==> src/include/rsr_pkg.sv <==
// Constants and carrier types for the redundancy switch request block
package rsr_pkg;

    localparam int unsigned CONN_COUNT        = 22;
    localparam int unsigned USER_CONN_FIRST   = 1;
    localparam int unsigned USER_CONN_LAST    = 16;
    localparam int unsigned USER_CONN_COUNT   = USER_CONN_LAST - USER_CONN_FIRST + 1;

    localparam logic [7:0]  ADDR_HUB_LINK_STATE = 8'hC9;
    localparam logic [7:0]  ADDR_CONTROL        = 8'hD0;
    localparam logic [7:0]  ADDR_MONITOR_LO     = 8'hD1;
    localparam logic [7:0]  ADDR_MONITOR_HI     = 8'hD2;
    localparam logic [7:0]  ADDR_DISC_TIME      = 8'hD3;
    localparam logic [7:0]  ADDR_IRQ_STATUS     = 8'hD4;
    localparam logic [7:0]  ADDR_IRQ_MASK       = 8'hD5;
    localparam logic [7:0]  ADDR_ERR_LO         = 8'hD6;
    localparam logic [7:0]  ADDR_ERR_HI         = 8'hD7;

    localparam int unsigned CTRL_REQ_ENABLE_BIT = 0;
    localparam int unsigned CTRL_ACTIVE_BIT     = 1;
    localparam int unsigned CTRL_INIT_DONE_BIT  = 2;

    localparam int unsigned IRQ_COMM_BIT        = 0;
    localparam int unsigned IRQ_DISC_BIT        = 1;
    localparam int unsigned IRQ_LINK_LOST_BIT   = 2;
    localparam int unsigned IRQ_WIDTH           = 3;

    localparam logic [15:0] LINK_GOOD_WORD      = 16'h0001;
    localparam logic [15:0] LINK_LOST_WORD      = 16'h0000;
    localparam logic [15:0] CONTROL_RESET       = 16'h0000;
    localparam logic [15:0] DISC_TIME_RESET     = 16'h0001;

    localparam int unsigned CLK_PERIOD_NS       = 10;
    localparam int unsigned MS_TICK_NS          = 1000000;
    localparam int unsigned MS_TICK_CYCLES      = MS_TICK_NS / CLK_PERIOD_NS;

    typedef struct packed {
        logic [7:0]  addr;
        logic [15:0] wdata;
        logic        wr;
        logic        rd;
    } rsr_bus_req_type;

    typedef struct packed {
        logic [CONN_COUNT-1:0] open;
        logic [CONN_COUNT-1:0] alive_fail;
        logic [CONN_COUNT-1:0] ack_fail;
    } rsr_conn_event_type;

endpackage

==> src/design/rsr_disc_timer.sv <==
// Link loss debounce timer for the redundancy switch request block
`timescale 1ns/10ps
`default_nettype none
module rsr_disc_timer (
    input  wire logic        i_clk,
    input  wire logic        i_reset_n,
    input  wire logic        i_armed,
    input  wire logic        i_link_up,
    input  wire logic [15:0] i_limit_ms,
    output logic             o_link_good,
    output logic             o_lost_edge,
    output logic             o_expired
);
    typedef enum logic [1:0] {
        RSR_IDLE,
        RSR_GOOD,
        RSR_TIMING,
        RSR_LOST
    } rsr_state_type;

    rsr_state_type state_q;
    logic [31:0]   tick_cnt_q;
    logic          tick_q;
    logic [15:0]   ms_cnt_q;

    // Millisecond enable, runs only while a loss is being timed
    always_ff @(posedge i_clk or negedge i_reset_n) begin
        if (!i_reset_n) begin
            tick_cnt_q <= 32'h0;
            tick_q     <= 1'b0;
        end else if (state_q != RSR_TIMING) begin
            // Restart at each loss, else the first millisecond comes short [RL13]
            tick_cnt_q <= 32'h0;
            tick_q     <= 1'b0;
        end else if (tick_cnt_q == 32'(rsr_pkg::MS_TICK_CYCLES - 1)) begin
            tick_cnt_q <= 32'h0;
            tick_q     <= 1'b1;
        end else begin
            tick_cnt_q <= tick_cnt_q + 32'h1;
            tick_q     <= 1'b0;
        end
    end

    always_ff @(posedge i_clk or negedge i_reset_n) begin
        if (!i_reset_n) begin
            state_q     <= RSR_IDLE;
            ms_cnt_q    <= 16'h0;
            o_lost_edge <= 1'b0;
            o_expired   <= 1'b0;
        end else begin
            o_lost_edge <= 1'b0;
            o_expired   <= 1'b0;
            case (state_q)
                RSR_IDLE: begin
                    // Link never seen up is not a disconnection [RL12] [RL15]
                    if (i_armed && i_link_up) begin
                        state_q <= RSR_GOOD;
                    end
                end
                RSR_GOOD: begin
                    if (!i_link_up) begin
                        state_q     <= RSR_TIMING;
                        ms_cnt_q    <= 16'h0;
                        o_lost_edge <= 1'b1;
                    end
                end
                RSR_TIMING: begin
                    if (i_link_up) begin
                        state_q <= RSR_GOOD; // [RL14]
                    end else if (ms_cnt_q >= i_limit_ms) begin
                        state_q   <= RSR_LOST;
                        o_expired <= 1'b1; // [RL13]
                    end else if (tick_q) begin
                        ms_cnt_q <= ms_cnt_q + 16'h1;
                    end
                end
                RSR_LOST: begin
                    // One request per outage [RL17]
                    if (i_link_up) begin
                        state_q <= RSR_GOOD;
                    end
                end
                default: state_q <= RSR_IDLE;
            endcase
            if (!i_armed) begin
                state_q <= RSR_IDLE;
            end
        end
    end

    assign o_link_good = (state_q == RSR_GOOD);
endmodule
`default_nettype wire

==> src/design/rsr_switch_request.sv <==
// Switch request logic: connection faults and link loss to host CPU
//
// Operation
// (RL1) Failed presence check on a monitored open connection raises a request.
// (RL2) Missing TCP acknowledgement before the ack timer expires raises a request.
// (RL3) Link state is watched continuously; loss is a possible switch cause.
// (RL4) Host skips switchover when the standby unit is already faulty.
// (RL5) Host ignores request while the other group member works normally.
// (RL6) Each connection monitored separately; only selected ones are checked.
// (RL7) Selectable set: user connections 1 to 16 plus fixed system ports.
// (RL8) Presence check failure closes the connection, then raises the request.
// (RL9) Ack timeout on open or send flags send error, then raises request.
// (RL10) Communication faults raise requests only when issuing is enabled.
// (RL11) Current link result is kept in a host readable status word.
// (RL12) Only a good-to-lost transition counts as a disconnection.
// (RL13) Request only if link loss lasts the whole monitoring time.
// (RL14) Link back before the monitoring time cancels timing, no request.
// (RL15) Disconnection detection starts only after initialisation completes.
// (RL16) Only the unit on the active CPU raises switch requests.
// (RL17) Request is a one-cycle pulse, not repeated until the fault clears.
// (RL18) Link word reads 1 while good, 0 after disconnection, holds otherwise.
`timescale 1ns/10ps
`default_nettype none
module rsr_switch_request (
    input  wire logic                       i_clk,
    input  wire logic                       i_reset_n,
    input  wire rsr_pkg::rsr_bus_req_type   i_bus,
    output logic [15:0]                     o_rdata,
    input  wire rsr_pkg::rsr_conn_event_type i_conn,
    input  wire logic                       i_link_up,
    output logic                            o_switch_req,
    output logic [rsr_pkg::CONN_COUNT-1:0]  o_conn_close,
    output logic                            o_send_error,
    output logic                            o_irq
);
    localparam int unsigned N = rsr_pkg::CONN_COUNT;

    logic [1:0]   link_sync_q;
    logic         link_up;
    logic [15:0]  control_q;
    logic [N-1:0] monitor_q;
    logic [15:0]  disc_time_q;
    logic [15:0]  link_word_q;
    logic [rsr_pkg::IRQ_WIDTH-1:0] irq_status_q;
    logic [rsr_pkg::IRQ_WIDTH-1:0] irq_mask_q;
    logic [N-1:0] err_latch_q;
    logic [N-1:0] new_fault;
    logic         req_enable;
    logic         active_cpu;
    logic         init_done;
    logic         comm_req;
    logic         disc_req;
    logic         link_good;
    logic         lost_edge;
    logic         wr_status;
    logic [rsr_pkg::IRQ_WIDTH-1:0] irq_events;

    assign req_enable = control_q[rsr_pkg::CTRL_REQ_ENABLE_BIT];
    assign active_cpu = control_q[rsr_pkg::CTRL_ACTIVE_BIT];
    assign init_done  = control_q[rsr_pkg::CTRL_INIT_DONE_BIT];

    // Link pin comes from the PHY domain
    always_ff @(posedge i_clk or negedge i_reset_n) begin
        if (!i_reset_n) begin
            link_sync_q <= 2'b00;
        end else begin
            link_sync_q <= {link_sync_q[0], i_link_up}; // [RL3]
        end
    end
    assign link_up = link_sync_q[1];

    // Software registers
    always_ff @(posedge i_clk or negedge i_reset_n) begin
        if (!i_reset_n) begin
            control_q   <= rsr_pkg::CONTROL_RESET;
            monitor_q   <= '0;
            disc_time_q <= rsr_pkg::DISC_TIME_RESET;
            irq_mask_q  <= '0;
        end else if (i_bus.wr) begin
            case (i_bus.addr)
                rsr_pkg::ADDR_CONTROL:    control_q <= i_bus.wdata;
                rsr_pkg::ADDR_MONITOR_LO: monitor_q[15:0] <= i_bus.wdata; // [RL7]
                rsr_pkg::ADDR_MONITOR_HI: monitor_q[N-1:16] <= i_bus.wdata[N-17:0];
                rsr_pkg::ADDR_DISC_TIME:  disc_time_q <= i_bus.wdata;
                rsr_pkg::ADDR_IRQ_MASK:   irq_mask_q <= i_bus.wdata[rsr_pkg::IRQ_WIDTH-1:0];
                default: ;
            endcase
        end
    end

    // Per-connection fault latches, one request per fault
    generate
        for (genvar g = 0; g < N; g++) begin : g_conn
            logic fault;
            assign fault = i_conn.open[g] && monitor_q[g]
                           && (i_conn.alive_fail[g] || i_conn.ack_fail[g]); // [RL6] [RL1] [RL2]
            assign new_fault[g] = fault && !err_latch_q[g];
            always_ff @(posedge i_clk or negedge i_reset_n) begin
                if (!i_reset_n) begin
                    err_latch_q[g] <= 1'b0;
                end else if (fault) begin
                    err_latch_q[g] <= 1'b1; // [RL17]
                end else if (!i_conn.open[g]) begin
                    err_latch_q[g] <= 1'b0;
                end
            end
        end
    endgenerate

    // Close the connection that failed its presence check; flag send error on an ack failure
    always_ff @(posedge i_clk or negedge i_reset_n) begin
        if (!i_reset_n) begin
            o_conn_close <= '0;
            o_send_error <= 1'b0;
        end else begin
            o_conn_close <= new_fault & i_conn.alive_fail; // [RL8]
            o_send_error <= |(new_fault & i_conn.ack_fail); // [RL9]
        end
    end

    // Delayed a cycle so the close is seen before the request
    always_ff @(posedge i_clk or negedge i_reset_n) begin
        if (!i_reset_n) begin
            comm_req <= 1'b0;
        end else begin
            comm_req <= (|new_fault) && req_enable; // [RL10]
        end
    end

    rsr_disc_timer u_disc_timer (
        .i_clk       (i_clk),
        .i_reset_n   (i_reset_n),
        .i_armed     (init_done),
        .i_link_up   (link_up),
        .i_limit_ms  (disc_time_q),
        .o_link_good (link_good),
        .o_lost_edge (lost_edge),
        .o_expired   (disc_req)
    );

    always_ff @(posedge i_clk or negedge i_reset_n) begin
        if (!i_reset_n) begin
            o_switch_req <= 1'b0;
        end else begin
            o_switch_req <= active_cpu && (comm_req || disc_req); // [RL16] [RL17]
        end
    end

    // Link word: only changes on transitions
    always_ff @(posedge i_clk or negedge i_reset_n) begin
        if (!i_reset_n) begin
            link_word_q <= rsr_pkg::LINK_LOST_WORD;
        end else if (link_good) begin
            link_word_q <= rsr_pkg::LINK_GOOD_WORD; // [RL11] [RL18]
        end else if (lost_edge) begin
            link_word_q <= rsr_pkg::LINK_LOST_WORD; // [RL18]
        end
    end

    // Sticky status: set beats write-one-to-clear
    assign wr_status = i_bus.wr && (i_bus.addr == rsr_pkg::ADDR_IRQ_STATUS);
    always_comb begin
        irq_events = '0;
        irq_events[rsr_pkg::IRQ_COMM_BIT]      = comm_req;
        irq_events[rsr_pkg::IRQ_DISC_BIT]      = disc_req;
        irq_events[rsr_pkg::IRQ_LINK_LOST_BIT] = lost_edge;
    end

    always_ff @(posedge i_clk or negedge i_reset_n) begin
        if (!i_reset_n) begin
            irq_status_q <= '0;
        end else begin
            irq_status_q <= (irq_status_q
                & ~(wr_status ? i_bus.wdata[rsr_pkg::IRQ_WIDTH-1:0] : '0)) | irq_events;
        end
    end

    always_ff @(posedge i_clk or negedge i_reset_n) begin
        if (!i_reset_n) begin
            o_irq <= 1'b0;
        end else begin
            o_irq <= |(irq_status_q & irq_mask_q);
        end
    end

    // Read port, data one cycle after strobe; unmapped reads zero
    always_ff @(posedge i_clk or negedge i_reset_n) begin
        if (!i_reset_n) begin
            o_rdata <= 16'h0000;
        end else if (i_bus.rd) begin
            case (i_bus.addr)
                rsr_pkg::ADDR_HUB_LINK_STATE: o_rdata <= link_word_q; // [RL11]
                rsr_pkg::ADDR_CONTROL:        o_rdata <= control_q;
                rsr_pkg::ADDR_MONITOR_LO:     o_rdata <= monitor_q[15:0];
                rsr_pkg::ADDR_MONITOR_HI:     o_rdata <= {10'h000, monitor_q[N-1:16]};
                rsr_pkg::ADDR_DISC_TIME:      o_rdata <= disc_time_q;
                rsr_pkg::ADDR_IRQ_STATUS:     o_rdata <= {13'h0000, irq_status_q};
                rsr_pkg::ADDR_IRQ_MASK:       o_rdata <= {13'h0000, irq_mask_q};
                rsr_pkg::ADDR_ERR_LO:         o_rdata <= err_latch_q[15:0];
                rsr_pkg::ADDR_ERR_HI:         o_rdata <= {10'h000, err_latch_q[N-1:16]};
                default:                      o_rdata <= 16'h0000;
            endcase
        end else begin
            o_rdata <= 16'h0000;
        end
    end
endmodule
`default_nettype wire

==> config.mk <==
export PLATFORM = sky130hd
export DESIGN_NAME = rsr_switch_request
export DESIGN_NICKNAME = d
export VERILOG_FILES = /design/src/include/rsr_pkg.sv /design/src/design/rsr_disc_timer.sv /design/src/design/rsr_switch_request.sv
export SDC_FILE = /design/constraint.sdc
export NUM_CORES = 1
export LEC_CHECK = 0
export ABC_CLOCK_PERIOD_IN_PS = 3100
export BUFFER_PORTS_ARGS = -buffer_cell sky130_fd_sc_hd__buf_2
export CORE_ASPECT_RATIO = 1.25
export CORE_MARGIN = 2
export CORE_UTILIZATION = 57
export DETAILED_ROUTE_END_ITERATION = 7
export MAX_ROUTING_LAYER = met4
export PLACE_DENSITY = 0.8
export SLEW_MARGIN = 10
export SYNTH_ARGS = -nofsm -noshare
export SYNTH_HDL_FRONTEND = slang
export SYNTH_SLANG_ARGS = --single-unit
==> constraint.sdc <==
create_clock -name i_clk -period 3.1 [get_ports i_clk]
set_input_delay 0.62 -clock i_clk [delete_from_list [all_inputs] [get_ports i_clk]]
set_output_delay 0.62 -clock i_clk [all_outputs]
set_load 0.005 [all_outputs]
==> results of run 1 <==
==> flip-flops by register name, indices dropped and copies added (netlist names), 2 cells and up <==
signal,count
u_disc_timer.ms_cnt_q,16
disc_time_q,16
u_disc_timer.tick_cnt_q,32
irq_status_q,3
link_sync_q,2
u_disc_timer.state_q,2
control_q,16
irq_mask_q,3
monitor_q,22
o_conn_close,22
o_rdata,16
err_latch_q,22
==> cells in the final DEF, fill, tap and decap left out, types with 5 or more instances in the layout <==
cell type                   synthesis  layout
sky130_fd_sc_hd__a211oi_1           5       5
sky130_fd_sc_hd__a21boi_0          15      15
sky130_fd_sc_hd__a21oi_1           34      34
sky130_fd_sc_hd__a221o_1            5       5
sky130_fd_sc_hd__a221oi_1           5       5
sky130_fd_sc_hd__a222oi_1          11      11
sky130_fd_sc_hd__a22oi_1            7       7
sky130_fd_sc_hd__a31oi_1            9       9
sky130_fd_sc_hd__and2_1            30      30
sky130_fd_sc_hd__and3_1            16      16
sky130_fd_sc_hd__buf_2             10     134
sky130_fd_sc_hd__buf_4              0      13
sky130_fd_sc_hd__clkbuf_16          0      17
sky130_fd_sc_hd__dfrtp_1          179     179
sky130_fd_sc_hd__ha_1              22      22
sky130_fd_sc_hd__inv_1             40      40
sky130_fd_sc_hd__mux2_2            58      58
sky130_fd_sc_hd__mux2i_1            9       9
sky130_fd_sc_hd__nand2_1           70      70
sky130_fd_sc_hd__nand3_1           20      20
sky130_fd_sc_hd__nand4_1           23      23
sky130_fd_sc_hd__nor2_1            70      70
sky130_fd_sc_hd__nor2b_1            5       5
sky130_fd_sc_hd__nor3_1             8       8
sky130_fd_sc_hd__nor3b_1           20      20
sky130_fd_sc_hd__nor4_1             9       9
sky130_fd_sc_hd__o211ai_1           5       5
sky130_fd_sc_hd__o21a_1            16      16
sky130_fd_sc_hd__o21ai_0           25      25
sky130_fd_sc_hd__xnor2_1            9       9
sky130_fd_sc_hd__xor2_1            21      21
==> per-layer routing <==
metal  routed length, um  track usage [%]  up-vias
li1                    -                -     3270
met1                8490             33.0     3481
met2               10700             46.0      287
met3                1360             5.75       48
met4                 643             10.5        0
met5                   0                -        -
==> cells by family (layout without fill, tap and decap cells) <==
group	after synthesis	after routing	synth area share (%)
simple gates	293	293	17.3
flops	180	180	51.5
compound gates	165	165	13.3
buf+inv	73	221	3.36
mux	67	67	8.49
xor+xnor	30	30	3.00
fa+ha+maj	22	22	3.14
==> area by class of cell <==
class	count	area [um2]	share of cell area [%]
inverter	40	150	1.47
timing repair buffer	150	820	8.00
tap	182	228	2.22
clock buffer	23	488	4.76
multi-input combinational	577	3960	38.6
clock inverter	8	100	0.977
sequential	180	4510	44.0
==> cell usage after synthesis, types with 10 or more instances <==
| cell | number | area [um2] |
|---|---|---|
| sky130_fd_sc_hd__and3_1 | 16 | 100 |
| sky130_fd_sc_hd__nand3_1 | 20 | 100 |
| sky130_fd_sc_hd__clkbuf_1 | 20 | 75.1 |
| sky130_fd_sc_hd__dfrtp_1 | 179 | 4480 |
| sky130_fd_sc_hd__xor2_1 | 21 | 184 |
| sky130_fd_sc_hd__buf_2 | 10 | 50.1 |
| sky130_fd_sc_hd__nand2_1 | 70 | 263 |
| sky130_fd_sc_hd__nor3b_1 | 20 | 150 |
| sky130_fd_sc_hd__nand4_1 | 23 | 144 |
| sky130_fd_sc_hd__a21oi_1 | 34 | 170 |
| sky130_fd_sc_hd__nor2_1 | 70 | 263 |
| sky130_fd_sc_hd__o21a_1 | 16 | 120 |
| sky130_fd_sc_hd__inv_1 | 40 | 150 |
| sky130_fd_sc_hd__o21ai_0 | 25 | 125 |
| sky130_fd_sc_hd__ha_1 | 22 | 275 |
| sky130_fd_sc_hd__a21boi_0 | 15 | 113 |
| sky130_fd_sc_hd__a222oi_1 | 11 | 110 |
| sky130_fd_sc_hd__mux2_2 | 58 | 653 |
| sky130_fd_sc_hd__and2_1 | 30 | 188 |
==> final timing paths <==
check                                                       from                                   to  slack [ps]  cells after the start
max                        u_disc_timer.ms_cnt_q[12]$_DFFE_PN0P_  u_disc_timer.state_q[0]$_DFFE_PN0P_         350                      7
min                                                    i_reset_n           o_conn_close[13]$_DFF_PN0_         190                      1
max reg2reg                u_disc_timer.ms_cnt_q[12]$_DFFE_PN0P_  u_disc_timer.state_q[0]$_DFFE_PN0P_         350                      7
min reg2reg                             link_sync_q[0]$_DFF_PN0_             link_sync_q[1]$_DFF_PN0_         350                      0
max in group asynchronous                              i_reset_n           disc_time_q[0]$_DFFE_PN1P_        2070                      2
min in group i_clk                                     i_link_up             link_sync_q[0]$_DFF_PN0_         300                      1
==> power by group through the flow <==
stage | combinational, uW | clock, uW | sequential, uW
2_1_floorplan | 183 | 0 | 2500
3_3_place_gp | 355 | 0 | 2510
3_5_place_dp | 362 | 0 | 2520
4_1_cts | 366 | 2180 | 2480
5_1_grt | 405 | 2260 | 2480
6_report | 364 | 2160 | 2480
==> through the flow <==
stage	hold slack, ps	instances
5_1_grt	241	1160
3_3_place_gp	333	1129
6_report	189	1160
3_5_place_dp	341	1129
4_1_cts	208	1160
2_1_floorplan	324	830
==> flow_summary.ini, run 1 <==
[run_status]
status = finished, final reports clean

[critical_path]
start_kind = flip-flop
path_buf_inv = 0
worst_path_top_cell_family_by_delay = simple AND/OR/NAND/NOR gates
critPathMaxStageDelay_ps = 490
critPathSlowestCell = sky130_fd_sc_hd__or4_1
timing_worst_setup_path_type = flip-flop to flip-flop
worstPathCellList = ha_1 > nand4_1 > or2_0 > or4_1 > and3b_1 > a41o_1 > a32o_1
critPathCaptureType = flip-flop
path_max_fanout = 15
arrival_time_of_data_at_the_critical_path_endpoint_ps = 3060
worst-endpoint-required_ps = 3410

[sta]
worst_pin_slew_ps = 797
layout_worst_path_cycle_share_pct = 88.6
max-slew-margin-rel_pct = 46.8
timing.final.hold_violations = 0
setup_violations = 0
timing.final.ws_setup_ps = 353
final_max_slew_viol_count = 0
final.min_clock_period_ps = 2750
timing.fmax_mhz = 364
final_setup_skew_ps = 11.0
tns_ps = 0
setup_repair_after_global_routing_missed_its_margin = false

[cells_and_area]
n_antenna_cell = 0
areaGrowthSynthToFinish_pct = 17.0
layout.nets = 1083
post-route-util_pct = 68.3
final_layout_size_suffix_gt1_share_pct = 24.8
fillers = 1098
final_area_um2 = 10200

[synthesis]
yosysUniqueCellTypes = 62
synth_area_um2 = 8760
synth_seq_area_share_pct = 51.5
synth_top_flop_cell = sky130_fd_sc_hd__dfrtp_1
synth_enable_flop_cells = 0
synth_async_sr_flop_share_pct = 100
postSynthAreaPerCell_um2 = 10.5
synthesis.yosys.warnings = 0
netlist_instances = 830
ys_seq_elements = 180
syn_nets = 947

[pwr]
power_switching_uw = 1160
power-per-cell-area_nw_per_um2 = 488
p_clk_share_pct = 43.2
static-leakage-power_uw = 0.00487
total_power_uw = 5000
power.share.switching_pct = 23.2
power.ir.vdd_worst_v = 0.000311
p_seq_share_pct = 49.6
comb_power_share_pct = 7.3
p_int_uw = 3840

[clocking]
post_cts_hold_buffer_count = 0
tritoncts = built
cts_repair_resize_count = 0
numClockSinks = 180
clk_latency_ps = 430
cts_inserted_buffers = 17
root_buf_cell = sky130_fd_sc_hd__clkbuf_16
clk_transition_reported_paths_ps = 70
ctsLongestPathBuffers = 2
htree_levels = 4
postCtsSetupRepairBufs = 0

[placed_design]
routability_congestion_estimate = 0.906
dp_hpwl_mm = 15.2
numPortBuffers = 135
placedInstanceArea_um2 = 9660
dpl_worst_slack_ps = 384

[route]
detail_route.wirelength_mm = 21.2
detail_route.drc_violations = 0
vias = 7086
drt.antenna.violating_nets = 0
drtPass1Iterations = 6
viasPerCell = 6.11
detail_route.iter0.violations = 567
wl_per_cell_um = 18.3

[floorplanning]
dieHeight_um = 143
floorplan.die_area_um2 = 16400
placement_rows = 50
initial_utilization_pct = 58.3
total_i_o_pin_count = 136
die-width_um = 115
core_region_area_um2 = 15000

[global_routing]
first_pass_grt_wire_length_mm = 34.2
grt_antenna_before_repair = 0
grt_start_max_net_pins = 72
gr-total-overflow = 0
grt_util_all_layers_pct = 27.6
number_of_global_route_vias_before_repair = 6861

[worst_hold_path]
hold_path.class = input pin to async pin

[flow_run]
maxCapViolCount = 0
(Power assumes the default switching activity.)
==> run 2: changes to the inputs <==
- ABC_AREA: not set -> 1
- ABC_CLOCK_PERIOD_IN_PS: 3100 -> 2200
- CORE_UTILIZATION: 57 -> 52
- HOLD_SLACK_MARGIN: not set -> 0.12
- PLACE_DENSITY: 0.8 -> 0.77
- clock period: 3.1 -> 2.2 ns (I/O delays scaled with it)
==> run 2 against run 1 <==
Against the previous run:
- setup slack worse by 140 ps
- synthesized cell count increased by 42%
- routed wire length grew 9.8%
- first-iteration DRC count up 0.18%
- total power is 40% higher
- synthesized area grew 6.1%
- final cell count increased by 35%
- flip-flop and latch count unchanged
- non-clock buffer count stayed put
- maximum frequency is 38% higher
==> flow_summary.ini, run 2 <==
[run_status]
status = finished, final reports clean

[sta]
timing.final.ws_setup_ps = 211
final_setup_skew_ps = 6.90
max-slew-margin-rel_pct = 54.8
timing.fmax_mhz = 503
setup_repair_after_global_routing_missed_its_margin = false
layout_worst_path_cycle_share_pct = 90.4
timing.final.hold_violations = 0
final_max_slew_viol_count = 0
tns_ps = 0
setup_violations = 0
worst_hold_slack_ps = 208
final.min_clock_period_ps = 1990
worst_pin_slew_ps = 671

[route]
detail_route.iter0.violations = 568
drt.antenna.violating_nets = 0
drtPass1Iterations = 5
wl_per_cell_um = 14.9
vias = 8208
detail_route.wirelength_mm = 23.3
detail_route.drc_violations = 0
viasPerCell = 5.25

[synthesis]
synth_simple_gate_area_share_pct = 28.2
netlist_top_cells_area = sky130_fd_sc_hd__dfrtp_1 48%, sky130_fd_sc_hd__nand2_1 12%, sky130_fd_sc_hd__inv_1 6.6%
synth_top_family_by_area = simple AND/OR/NAND/NOR gates
yosysUniqueCellTypes = 42
ys_top_cells_by_count = 291 x sky130_fd_sc_hd__nand2_1, 179 x sky130_fd_sc_hd__dfrtp_1, 163 x sky130_fd_sc_hd__inv_1
synthAdderAreaFrac_pct = 2.96
syn_nets = 1299
synth_xor_xnor_area_share_pct = 2.73
synth-compound-area-share_pct = 9.25
yosys.cell_count.top_type = sky130_fd_sc_hd__nand2_1
synth_enable_flop_cells = 0
synthesis.yosys.warnings = 0
synth_largest_area_cell = sky130_fd_sc_hd__dfrtp_1
synth_top_flop_cell = sky130_fd_sc_hd__dfrtp_1
synth_area_um2 = 9290
postSynthAreaPerCell_um2 = 7.86
synth_seq_area_share_pct = 48.5
muxShareOfSynthArea_pct = 0
synth_largest_type_area_fraction_pct = 48.2
synth_async_sr_flop_share_pct = 100
ys_seq_elements = 180
netlist_instances = 1182

[cells_and_area]
layout.nets = 1445
final_common_cell = sky130_fd_sc_hd__nand2_1
largest_register_ffs = 32
areaGrowthSynthToFinish_pct = 17.1
n_antenna_cell = 0
mostFrequentLayoutCells = 291 x sky130_fd_sc_hd__nand2_1, 179 x sky130_fd_sc_hd__dfrtp_1, 163 x sky130_fd_sc_hd__inv_1, 140 x sky130_fd_sc_hd__nor2_1, 134 x sky130_fd_sc_hd__buf_2
fillers = 1522
sequential_standard_cell_area_um2 = 4510
multi_input_area_um2 = 4010
largest_register_by_flop_count = u_disc_timer.tick_cnt_q
layoutNonFillerInstCount = 1564
final_layout_size_suffix_gt1_share_pct = 17.1
final_area_um2 = 10900

[critical_path]
critPathCaptureType = flip-flop
start_kind = flip-flop
worstPathCellList = ha_1 > nand2_1 > inv_1 > nand2_1 > nor2_1 > nor2_1 > nand2_1 > nand2_1 > nand3_1 > nand2_2 > buf_4 > nand3_1 > nand2_1
worst-endpoint-required_ps = 2570
timing_worst_setup_path_type = flip-flop to flip-flop
cell_repeated_most_along_the_worst_path = sky130_fd_sc_hd__nand2_1
path_max_fanout = 13
critPathSlowestCell = sky130_fd_sc_hd__dfrtp_1
arrival_time_of_data_at_the_critical_path_endpoint_ps = 2350
critPathMaxStageDelay_ps = 470

[clocking]
clk_latency_ps = 430
tritoncts = built
clk_transition_reported_paths_ps = 70
cts_inserted_buffers = 17
numClockSinks = 180
postCtsSetupRepairBufs = 0
ctsLongestPathBuffers = 2
htree_levels = 4
root_buf_cell = sky130_fd_sc_hd__clkbuf_16

[global_routing]
number_of_global_route_vias_before_repair = 8086
grt_start_max_net_pins = 46
grt_antenna_before_repair = 0
grt_util_all_layers_pct = 26.2
first_pass_grt_wire_length_mm = 37.9
gr-total-overflow = 0

[placed_design]
dpl_worst_slack_ps = 137
placed_cells = 1531
routability_congestion_estimate = 0.977
dp_hpwl_mm = 17.9
placedInstanceArea_um2 = 10300
numPortBuffers = 135

[floorplanning]
core_region_area_um2 = 17500
dieHeight_um = 153
floorplan.die_area_um2 = 19000
total_i_o_pin_count = 136
die-width_um = 124
initial_utilization_pct = 53.1
placement_rows = 54

[worst_hold_path]
hold_path.class = input pin to flip-flop

[pwr]
static-leakage-power_uw = 0.00545
power.ir.vdd_worst_v = 0.000516
power-per-cell-area_nw_per_um2 = 643

[flow_run]
maxCapViolCount = 0
-- run 2: where the power goes --
group / total, uW / internal [uW] / switching, uW
sequential: 3460 / 3400 / 56.2
combinational: 492 / 174 / 318
clock: 3050 / 1720 / 1330
total: 7000 / 5300 / 1700
-- run 2: worst paths after layout --
| path | startpoint | endpoint | slack, ps | cells past startpoint |
|---|---|---|---|---|
| worst max-delay path | u_disc_timer.ms_cnt_q[7]$_DFFE_PN0P_ | u_disc_timer.ms_cnt_q[11]$_DFFE_PN0P_ | 210 | 13 |
| worst min-delay path | i_conn[31] | o_conn_close[9]$_DFF_PN0_ | 210 | 3 |
| worst max register to register | u_disc_timer.ms_cnt_q[7]$_DFFE_PN0P_ | u_disc_timer.ms_cnt_q[11]$_DFFE_PN0P_ | 210 | 13 |
| worst min register to register | link_sync_q[0]$_DFF_PN0_ | link_sync_q[1]$_DFF_PN0_ | 380 | 0 |
| max in group asynchronous | i_reset_n | u_disc_timer.tick_cnt_q[24]$_DFF_PN0_ | 1060 | 3 |
| min in group asynchronous | i_reset_n | u_disc_timer.tick_cnt_q[3]$_DFF_PN0_ | 510 | 2 |
-- run 2: per-layer routing --
layer  wire length (um)  share of wire (%)  global-route usage (%)  up-vias
li1                   -                  -                       -     4071
met1               9070                 39                    29.7     3760
met2              12000                 51                    44.5      300
met3               1180                5.1                    3.84       77
met4               1080                4.6                    12.7        0
met5                  0                  0                       -        -
-- run 2: final cells by class --
| type | count | area share (%) |
|---|---|---|
| repair buffers | 150 | 7.69 |
| well taps | 224 | 2.58 |
| inverters | 175 | 6.04 |
| clock inverters | 12 | 1.32 |
| flip-flops and latches | 180 | 41.4 |
| multi-input cells | 804 | 36.9 |
| clock buffers | 19 | 4.07 |
-- run 2: timing repair --
action | 4_1_cts | 5_1_grt
hold buffers | 2 | 0
setup endpoints to repair | 0 | 8
hold endpoints to repair | 42 | 0
gates resized for setup | 0 | 1
-- run 2: kinds of logic after synthesis --
family          after synthesis
compound gates              158
xor+xnor                     29
fa+ha+maj                    22
buf+inv                     198
flops                       180
simple gates                595
-- run 2: through the flow --
| step | power [uW] | util (%) |
|---|---|---|
| final | 7000 | 62.2 |
| after global routing | 7270 | 62.2 |
| after CTS | 7040 | 62.1 |
| after detailed placement | 4010 | 58.7 |
| after global placement | 3990 | 58.7 |
| after floorplan | 3720 | - |
-- run 2: critical path, delay by kind of cell (launching register included) --
family,cells,cell delay (ps)
and+or+nand+nor,10,860
DFF,1,470
adders and majority gates,1,340
buffers and inverters,2,260
